`src/pkg/sarseq_pkg.sv`:
```
// Constants for the 10-bit successive-approximation sequencer.
// Assumes one peripheral clock drives all timing; counts are in its periods.
package sarseq_pkg;

	localparam int RES_BITS = 10;
	localparam int CNT_W    = 8;

	// Mode register layout and reset value
	localparam int          MODE_START_POS = 7;
	localparam int          MODE_SPD_MSB   = 5;
	localparam int          MODE_SPD_LSB   = 3;
	localparam int          MODE_CMP_POS   = 0;
	localparam logic [7:0]  MODE_WMASK     = 8'hb9;
	localparam logic [7:0]  MODE_RESET     = 8'h00;

	// Channel register layout and reset value
	localparam logic [7:0]  CHAN_WMASK     = 8'h03;
	localparam logic [7:0]  CHAN_RESET     = 8'h00;

	// Result word: upper six bits always zero
	localparam logic [5:0]  RES_PAD        = 6'h00;
	localparam logic [RES_BITS-1:0] SAR_MSB_ONE = 10'h200;
	localparam logic [RES_BITS-1:0] SAR_CLEAR   = 10'h000;
	localparam logic [3:0]  BIT_TOP        = 4'h9;

	// Sampling / total conversion time, peripheral clock periods
	localparam logic [CNT_W-1:0] SAMP_000 = 8'h0c;   // 12
	localparam logic [CNT_W-1:0] CONV_000 = 8'h24;   // 36
	localparam logic [CNT_W-1:0] SAMP_001 = 8'h18;   // 24
	localparam logic [CNT_W-1:0] CONV_001 = 8'h30;   // 48
	localparam logic [CNT_W-1:0] SAMP_010 = 8'h30;   // 48
	localparam logic [CNT_W-1:0] CONV_010 = 8'h48;   // 72
	localparam logic [CNT_W-1:0] SAMP_011 = 8'h58;   // 88
	localparam logic [CNT_W-1:0] CONV_011 = 8'h70;   // 112
	localparam logic [CNT_W-1:0] SAMP_100 = 8'h18;   // 24
	localparam logic [CNT_W-1:0] CONV_100 = 8'h48;   // 72
	localparam logic [CNT_W-1:0] SAMP_101 = 8'h30;   // 48
	localparam logic [CNT_W-1:0] CONV_101 = 8'h60;   // 96
	localparam logic [CNT_W-1:0] SAMP_110 = 8'h60;   // 96
	localparam logic [CNT_W-1:0] CONV_110 = 8'h90;   // 144
	localparam logic [CNT_W-1:0] SAMP_111 = 8'hb0;   // 176
	localparam logic [CNT_W-1:0] CONV_111 = 8'he0;   // 224

	typedef enum logic [1:0] {
		SS_IDLE   = 2'b00,
		SS_SAMPLE = 2'b01,
		SS_TRIAL  = 2'b10,
		SS_SETTLE = 2'b11
	} sarseq_state_t;

endpackage : sarseq_pkg

```
`src/design/sarseq_top.sv`:
```
// Sequencer for a 10-bit successive-approximation converter.
// Assumes the comparator answers within one clock of a tap change and
// that the register write strobes are single-cycle and synchronous.
`timescale 1ns/100ps

module sarseq_top
	import sarseq_pkg::*;
(
	input  wire logic                mclk,             // peripheral clock
	input  wire logic                rstn,             // async reset, low
	input  wire logic                ce,               // clock enable
	input  wire logic                wr_mode,          // mode reg write
	input  wire logic                wr_chan,          // channel reg write
	input  wire logic [7:0]          wdata,            // write data
	input  wire logic                cmp_ge,           // input >= tap
	output logic      [7:0]          mode_rd,          // mode reg readback
	output logic      [7:0]          chan_rd,          // channel readback
	output logic      [15:0]         result_word,      // 10-bit result
	output logic      [7:0]          result_high_byte, // 8-bit result
	output logic      [RES_BITS-1:0] tap_code,         // ladder tap select
	output logic                     sample_on,        // S/H switch closed
	output logic      [1:0]          channel_sel,      // analog mux select
	output logic                     comparator_power, // comparator on
	output logic                     conversion_end_irq, // end pulse
	output logic                     busy              // converting
);

	logic                rst_s1_reg;
	logic                rst_n_reg;
	logic [7:0]          mode_reg;
	logic [7:0]          mode_next;
	logic [7:0]          chan_reg;
	logic [7:0]          chan_next;
	logic                wr_any;
	logic                start_next;
	sarseq_state_t       state_reg;
	logic [CNT_W-1:0]    cnt_reg;
	logic [3:0]          bit_reg;
	logic [RES_BITS-1:0] sar_reg;
	logic [CNT_W-1:0]    samp_last;
	logic [CNT_W-1:0]    conv_last;
	logic                done;

	function automatic logic [CNT_W-1:0] samp_cycles(input logic [2:0] s);
		case (s)
			3'b000:  samp_cycles = SAMP_000;
			3'b001:  samp_cycles = SAMP_001;
			3'b010:  samp_cycles = SAMP_010;
			3'b011:  samp_cycles = SAMP_011;
			3'b100:  samp_cycles = SAMP_100;
			3'b101:  samp_cycles = SAMP_101;
			3'b110:  samp_cycles = SAMP_110;
			default: samp_cycles = SAMP_111;
		endcase
	endfunction : samp_cycles

	function automatic logic [CNT_W-1:0] conv_cycles(input logic [2:0] s);
		case (s)
			3'b000:  conv_cycles = CONV_000;
			3'b001:  conv_cycles = CONV_001;
			3'b010:  conv_cycles = CONV_010;
			3'b011:  conv_cycles = CONV_011;
			3'b100:  conv_cycles = CONV_100;
			3'b101:  conv_cycles = CONV_101;
			3'b110:  conv_cycles = CONV_110;
			default: conv_cycles = CONV_111;
		endcase
	endfunction : conv_cycles

	// Reset release through two flops
	always_ff @(posedge mclk or negedge rstn) begin
		if (!rstn) begin
			rst_s1_reg <= 1'b0;
			rst_n_reg  <= 1'b0;
		end else begin
			rst_s1_reg <= 1'b1;
			rst_n_reg  <= rst_s1_reg;
		end
	end

	assign wr_any     = wr_mode | wr_chan;
	assign mode_next  = wr_mode ? (wdata & MODE_WMASK) : mode_reg;
	assign chan_next  = wr_chan ? (wdata & CHAN_WMASK) : chan_reg;
	assign start_next = mode_next[MODE_START_POS];

	// Speed is only changed by a mode write, which restarts the sequence or, with start clear, stops it
	assign samp_last = samp_cycles(mode_reg[MODE_SPD_MSB:MODE_SPD_LSB])
		- 8'h01;
	assign conv_last = conv_cycles(mode_reg[MODE_SPD_MSB:MODE_SPD_LSB])
		- 8'h01;

	// A write in the final cycle wins over the latch
	assign done = (state_reg == SS_SETTLE) && (cnt_reg == conv_last)
		&& !wr_any;

	// Software registers
	always_ff @(posedge mclk or negedge rst_n_reg) begin
		if (!rst_n_reg) begin
			mode_reg         <= MODE_RESET;
			chan_reg         <= CHAN_RESET;
			comparator_power <= 1'b0;
		end else if (ce) begin
			mode_reg         <= mode_next;
			chan_reg         <= chan_next;
			comparator_power <= start_next
				| mode_next[MODE_CMP_POS];
		end
	end

	assign mode_rd     = mode_reg;
	assign chan_rd     = chan_reg;
	assign channel_sel = chan_reg[1:0];

	// Sequence control
	always_ff @(posedge mclk or negedge rst_n_reg) begin
		if (!rst_n_reg) begin
			state_reg <= SS_IDLE;
			cnt_reg   <= '0;
			bit_reg   <= '0;
			sample_on <= 1'b0;
			busy      <= 1'b0;
		end else if (ce) begin
			if (wr_any) begin
				cnt_reg <= '0;
				bit_reg <= BIT_TOP;
				if (start_next) begin
					state_reg <= SS_SAMPLE;
					sample_on <= 1'b1;
					busy      <= 1'b1;
				end else begin
					state_reg <= SS_IDLE;
					sample_on <= 1'b0;
					busy      <= 1'b0;
				end
			end else begin
				case (state_reg)
					SS_SAMPLE: begin
						cnt_reg <= cnt_reg + 8'h01;
						if (cnt_reg == samp_last) begin
							state_reg <= SS_TRIAL;
							sample_on <= 1'b0;
							bit_reg   <= BIT_TOP;
						end
					end
					SS_TRIAL: begin
						cnt_reg <= cnt_reg + 8'h01;
						if (bit_reg == 4'h0) begin
							state_reg <= SS_SETTLE;
						end else begin
							bit_reg <= bit_reg - 4'h1;
						end
					end
					SS_SETTLE: begin
						if (cnt_reg == conv_last) begin
							state_reg <= SS_SAMPLE;
							sample_on <= 1'b1;
							cnt_reg   <= '0;
						end else begin
							cnt_reg <= cnt_reg + 8'h01;
						end
					end
					SS_IDLE: begin
						sample_on <= 1'b0;
						busy      <= 1'b0;
					end
					default: begin
						state_reg <= SS_IDLE;
						sample_on <= 1'b0;
						busy      <= 1'b0;
					end
				endcase
			end
		end
	end

	// Binary search; the ladder carries the half-step offset so that
	// each code is centred on its input span
	always_ff @(posedge mclk or negedge rst_n_reg) begin
		if (!rst_n_reg) begin
			sar_reg <= SAR_CLEAR;
		end else if (ce) begin
			if (wr_any) begin
				sar_reg <= SAR_CLEAR;
			end else if (state_reg == SS_SAMPLE
				&& cnt_reg == samp_last) begin
				sar_reg <= SAR_MSB_ONE;
			end else if (state_reg == SS_TRIAL) begin
				sar_reg[bit_reg] <= cmp_ge;
				if (bit_reg != 4'h0) begin
					sar_reg[bit_reg - 4'h1] <= 1'b1;
				end
			end else if (state_reg == SS_SETTLE
				&& cnt_reg == conv_last) begin
				sar_reg <= SAR_CLEAR;
			end
		end
	end

	assign tap_code = sar_reg;

	// Results: reset value is not promised to software
	always_ff @(posedge mclk or negedge rst_n_reg) begin
		if (!rst_n_reg) begin
			result_word        <= '0;
			result_high_byte   <= '0;
			conversion_end_irq <= 1'b0;
		end else if (ce) begin
			conversion_end_irq <= done;
			if (done) begin
				result_word      <= {RES_PAD, sar_reg};
				result_high_byte <= sar_reg[9:2];
			end
		end
	end

endmodule : sarseq_top

```
`config.mk`:
```
export PLATFORM = sky130hd
export DESIGN_NAME = sarseq_top
export DESIGN_NICKNAME = d
export VERILOG_FILES = /design/src/pkg/sarseq_pkg.sv /design/src/design/sarseq_top.sv
export SDC_FILE = /design/constraint.sdc
export NUM_CORES = 1
export LEC_CHECK = 0
export BUFFER_PORTS_ARGS = -buffer_cell sky130_fd_sc_hd__buf_2
export CORE_ASPECT_RATIO = 1.5
export CORE_MARGIN = 1.5
export CORE_UTILIZATION = 30
export DETAILED_ROUTE_END_ITERATION = 10
export HOLD_SLACK_MARGIN = 0.05
export RECOVER_POWER = 50
export SLEW_MARGIN = 20
export SYNTH_ARGS = -nofsm -noshare
export SYNTH_HDL_FRONTEND = slang
export SYNTH_SLANG_ARGS = --single-unit
```
`constraint.sdc`:
```
create_clock -name mclk -period 2 [get_ports mclk]
set_input_delay 0 -clock mclk [delete_from_list [all_inputs] [get_ports mclk]]
set_output_delay 0 -clock mclk [all_outputs]
set_load 0.01 [all_outputs]
```
# [Word-level counts from Yosys, hierarchy flattened]
# Cells that the tools add are included.
[classes] addsub=4 order_cmp=4 eq_ne=15 muxes=33 bitwise_logic=3 reduce_logical=29
[op_table] operator="10-bit two-way mux" count=5
[op_table] operator="8-bit case mux with 6 select lines" count=1
[op_table] operator="8-bit case mux with 5 select lines" count=1
[op_table] operator="8-bit two-way mux" count=3
[op_table] operator="8-bit equality test" count=2
[op_table] operator="8-bit case mux with 2 select lines" count=1
[op_table] operator="4-bit nonzero test" count=4
[op_table] operator="8-bit by 1-bit subtractor with 8-bit output, second input constant" count=2
[op_table] operator="4-bit two-way mux" count=3
[op_table] operator="2-bit AND reduction" count=6
[op_table] operator="10-bit bitwise mux" count=1
[op_table] operator="4-bit by 5-bit < comparator with 1-bit output, second input constant" count=2
[op_table] operator="10-bit OR" count=1
[op_table] operator="3-bit equality test, second input constant" count=3
[op_table] operator="1-bit two-way mux" count=9
[op_table] operator="3-bit inequality test, second input constant" count=3
[op_table] operator="8-bit by 1-bit adder with 8-bit output, second input constant" count=1
[op_table] operator="1-bit demux with 4-bit select" count=2
[op_table] operator="4-bit by 1-bit >= comparator with 1-bit output, second input constant" count=2
[op_table] operator="2-bit two-way mux" count=4
[op_table] operator="4-bit case mux with 2 select lines" count=1
[op_table] operator="4-bit AND reduction" count=2
[op_table] operator="2-bit OR reduction" count=4
[op_table] operator="3-bit by 2-bit equality test with 1-bit output, second input constant" count=2
[op_table] operator="other kinds (16)" count=23
[totals] register_bits=55 inputBits=14 out_inout_bits=56 wordCells=103

# [Depth between registers and ports, before layout]
[logic_depth] word_depth=10 ltp_mapped=13 ltp_nobuf=9

# [Worst setup path before layout]
# Ideal clock, no wire load.
[synth_timing] path_type="register -> register" from="register mode_reg[3], in the netlist mode_rd[3]" to="register result_high_byte[1]" setup_time_ns=0.125 t_arrival_ns=2.845 t_required_ns=1.875 slack_ns=-0.970 path_stages_with_launch=13 n_path_buf=4 synth_period_minus_slack_ns=2.970 path_cell_list="dfrtp_1 buf_4 buf_2 or3_2 ha_1 xnor2_2 mux2_1 nand4_1 and3_1 buf_4 nand4_2 buf_6 mux2_4"
[synth_via] elab_chain_len=8 elab_cells_between_ends=14 classes_between="add/sub (1); eq/ne (7); mux (1); reduce/logical (5)"
[synth_rtl] item="start, declared" line="sarseq_top.sv:30" rtl="logic [7:0] mode_reg;"
[synth_rtl] item="start signal, assigned" line="sarseq_top.sv:103" rtl="mode_reg <= mode_next;"
[synth_rtl] item="3-bit equality test or 3-bit by 2-bit equality test with 1-bit output (tied branches)" line="sarseq_top.sv:58" rtl="case (s)"
[synth_rtl] item="2-bit OR reduction (no line)"
[synth_rtl] item="8-bit case mux with 6 select lines *" line="sarseq_top.sv:58"
[synth_rtl] item="8-bit by 1-bit subtractor with 8-bit output *" line="sarseq_top.sv:90" rtl="- 8'h01;"
[synth_rtl] item="8-bit equality test *" line="sarseq_top.sv:93" rtl="assign done = (state_reg == SS_SETTLE) && (cnt_reg == conv_last)"
[synth_rtl] item="1-bit logical AND *" line="sarseq_top.sv:93"
[synth_rtl] item="1-bit logical AND *" line="sarseq_top.sv:94" rtl="&& !wr_any;"
[synth_rtl] item="2-bit AND reduction (no line) *"
[synth_rtl] item="end signal, assigned" line="sarseq_top.sv:211" rtl="result_high_byte <= sar_reg[9:2];"
[synth_rtl] item="end, declared" line="sarseq_top.sv:19" rtl="output logic [7:0] result_high_byte,"
# Mark *: on every way between the ends. The rest lies on a longest branch, timed or not.
# A chain may end at the register's enable or synchronous reset.

# [Worst setup path in the final report]
[layout_timing] from="register mode_reg[4], in the netlist mode_rd[4]" to="register result_word[0]"
[layout_via] elab_chain_len=8 elab_cells_between_ends=14 classes_between="add/sub (1); eq/ne (7); mux (1); reduce/logical (5)"
[layout_rtl] item="3-bit equality test or 3-bit by 2-bit equality test with 1-bit output (tied branches)" line="sarseq_top.sv:58"
[layout_rtl] item="2-bit OR reduction (no line)"
[layout_rtl] item="8-bit case mux with 6 select lines *" line="sarseq_top.sv:58"
[layout_rtl] item="8-bit by 1-bit subtractor with 8-bit output *" line="sarseq_top.sv:90"
[layout_rtl] item="8-bit equality test *" line="sarseq_top.sv:93"
[layout_rtl] item="1-bit logical AND *" line="sarseq_top.sv:93"
[layout_rtl] item="1-bit logical AND *" line="sarseq_top.sv:94"
[layout_rtl] item="2-bit AND reduction (no line) *"
[layout_rtl] item="end signal, assigned" line="sarseq_top.sv:210" rtl="result_word <= {RES_PAD, sar_reg};"
[layout_rtl] item="end, declared" line="sarseq_top.sv:18" rtl="output logic [15:0] result_word,"
# Marked as above.

==> impl_results.md <==
- Area delta synth->final: 31.7%
- IO Pins: 70
- Via count: 2785
- Placer Congestion: 0.888
- Number of H-tree levels: 2
- Vias per cell: 4.81
- DRC violations left: 0
- Synthesized cell area: 3300 sq um
- CP endpoint kind: register
- DRT Pass-1 Iters: 4
- Sink Count: 47
- Longest Clk Path Bufs: 2
- Critical path arrival: 2.73 ns
- FF+latch area: 1180 sq um
- I/O Buffers: 52
- Final hold violations: 0
- DP Cell Count: 557
- Synth async-reset ratio: 100%
- Violated checks: negative setup slack
- Hold path start: wr_chan
- Worst EP required: 2.18 ns
- Slew @ Worst Pin: 0.948 ns
- Synth cell types: 64
- Max-slew headroom: 36.8%
- DRT iter0 DRCs: 120
- Routed Antenna Nets: 0
- Rows: 46
- VDD IR max: 465 uV
- Final WS setup: -0.554 ns
- Syn Area/Cell: 9.52 sq um
- Max FFs per register: 10
- RSZ-0062 raised after global routing: yes
- Finished Layout Cells: 579
- Clk Latency, worst-skew pair: 0.29 ns
- Initial antenna violation count: 0
- Post-synth EDFFs: 0
- Diodes inserted: 0
- Vias in the first global route: 2780
- DIE HEIGHT: 131 microns
- Worst Skew: 0.00595 ns
- Critical path's slowest cell: dfrtp_1
- CTS Buf Count: 5
- Crit. Startpoint: mode_rd[4]
- Root buffer cell: clkbuf_16
- Post-layout util: 40.8%
- Largest net degree at the start of global routing: 24
- Starting Density: 31.0%
- Total power: 3.33 mW
- Most common cell after layout, fill and taps aside: dfrtp_1
- Ys flop type: dfrtp_1
- Layout Nets: 460
- Endpoints failing setup: 35
- Core area: 10600 sq um
- Most used cell, CP: mux2_4
- Commonest non-fill, non-tap cells in the layout: dfrtp_1 (46), buf_4 (41), buf_2 (30), nand2_1 (29), clkbuf_1 (23)
- Crit path buf inv count: 1
- Routed len/inst: 14.5 microns
- Worst hold path class: input pin to register
- Max Cap Viol: 0
- Slew Viols, Final: 0
- Register area share after synthesis: 35.6%
- Startpoint Class: register
- Max Fclk: 392 MHz
- Max incr delay on CP: 0.41 ns
- Die width: 88.7 microns
- Status: finished, violations left
- First-pass GRT wire length: 13600 microns
- Register bit total from synthesis: 47
- Worst r2r src: mode_rd[4]
- Grt ovf: 0
- Die area: 11700 sq um
- Clk slew on worst S/H paths: 0.07 ns
- Yosys Warn Count: 0
- Syn Inst Count: 347
- TritonCTS clock tree: built
- LEAKAGE: 1.95 nW
- Crit Path Max Fanout: 5
- Area of the multi-input gates: 1950 sq um
- PD cells: 765 nW/um^2
- GRT Resource Usage Total: 14.6%
- Critical-path cell list: or3_4 > ha_4 > xnor2_4 > mux2_4 > nand4_1 > and3_4 > nand4_4 > clkbuf_16 > mux2_4
- Setup CP Type: register to register
- Routed WL: 8370 microns
- Min Clock Period, post-route: 2.55 ns
- Top delay family on crit path: simple AND/OR/NAND/NOR gates
- Filler cells: 1062
- HPWL after DPL: 6120 microns
- Share of cells above drive strength 1: 34.0%
- Crit share post-route: 128%
## per-stage QoR
stage	setup TNS, ns	hold WS, ns	worst slack (ns)	area (sq um)
3_3_place_gp	-15.71	-0.215	-0.550	3910
4_1_cts	-15.85	0.132	-0.524	4280
5_1_grt	-19.74	0.153	-0.641	4350
2_1_floorplan	-18.66	-0.296	-0.759	3430
6_report	-16.11	0.128	-0.554	4350
3_5_place_dp	-16.34	-0.213	-0.556	3910
## cells by family after synthesis
group,Yosys count,share of synthesized area [%]
AO/OA/AOI/OAI,86,18.8
XOR/XNOR,13,3.68
adder cells (fa/ha/maj),12,4.55
buffers and inverters,61,11.4
flip-flops,47,35.6
multiplexers,24,9.25
other,2,0.227
AND/OR/NAND/NOR,102,16.5
## worst min-delay path, cell delays in order
cell and delay, ns:
buf_2 0.13, nand2_1 0.10, mux2_2 0.15
## final cells by class
class,instances,area share (%)
multi-input cells,253,44.9
flip-flops and latches,47,27.1
repair buffers,113,18.3
well taps,144,4.14
clock buffers,6,2.96
clock inverters,2,1.38
inverters,14,1.21
## synth_stat cells, types with 5 or more instances
library cell	n	area, sq um
a211oi_1	7	52.6
nand4_1	6	37.5
clkbuf_1	8	30.0
dfrtp_1	47	1180
mux2_2	11	124
o21ai_0	17	85.1
nand2b_1	5	31.3
a21oi_1	20	100
o22ai_1	5	31.3
and3_1	6	37.5
nand2_1	29	109
buf_4	29	218
nor2_1	19	71.3
nand3_1	9	45.0
mux2_4	10	150
inv_1	14	52.6
ha_1	12	150
o2bb2ai_1	10	87.6
xor2_1	9	78.8
## metal layers
layer | share of wire [%] | vias to the layer above | global-route usage (%)
li1 | - | 1369 | -
met1 | 42 | 1341 | 17.3
met2 | 54 | 65 | 26.3
met3 | 2.9 | 10 | 2.14
met4 | 1.5 | 0 | 4.25
met5 | 0 | - | 0
## power breakdown
group | internal, mW | switching [mW]
registers | 1.03 | 0.0802
logic | 0.513 | 0.623
clock network | 0.717 | 0.366
total | 2.26 | 1.07
## what timing repair did
| action | in CTS | in global routing |
|---|---|---|
| hold buffers | 7 | 0 |
| setup buffers | 5 | 2 |
| endpoints found under the setup margin | 35 | 35 |
| gates resized for setup | 16 | 15 |
| pin swaps | 4 | 6 |
| cloned | 0 | 1 |
| hold endpoints to repair | 8 | 0 |
## worst paths after layout
| check | cells past startpoint | endpoint | slack, ns |
|---|---|---|---|
| max reg2reg | 9 | result_word[0] | -0.55 |
| max | 9 | result_word[0] | -0.55 |
| min | 3 | chan_rd[0] | 0.13 |
| max in group asynchronous | 1 | cnt_reg[2] | 0.87 |
| min reg2reg | 0 | rst_n_reg | 0.36 |
| min in group asynchronous | 0 | result_word[0] | 0.40 |
(Power assumes the default switching activity.)
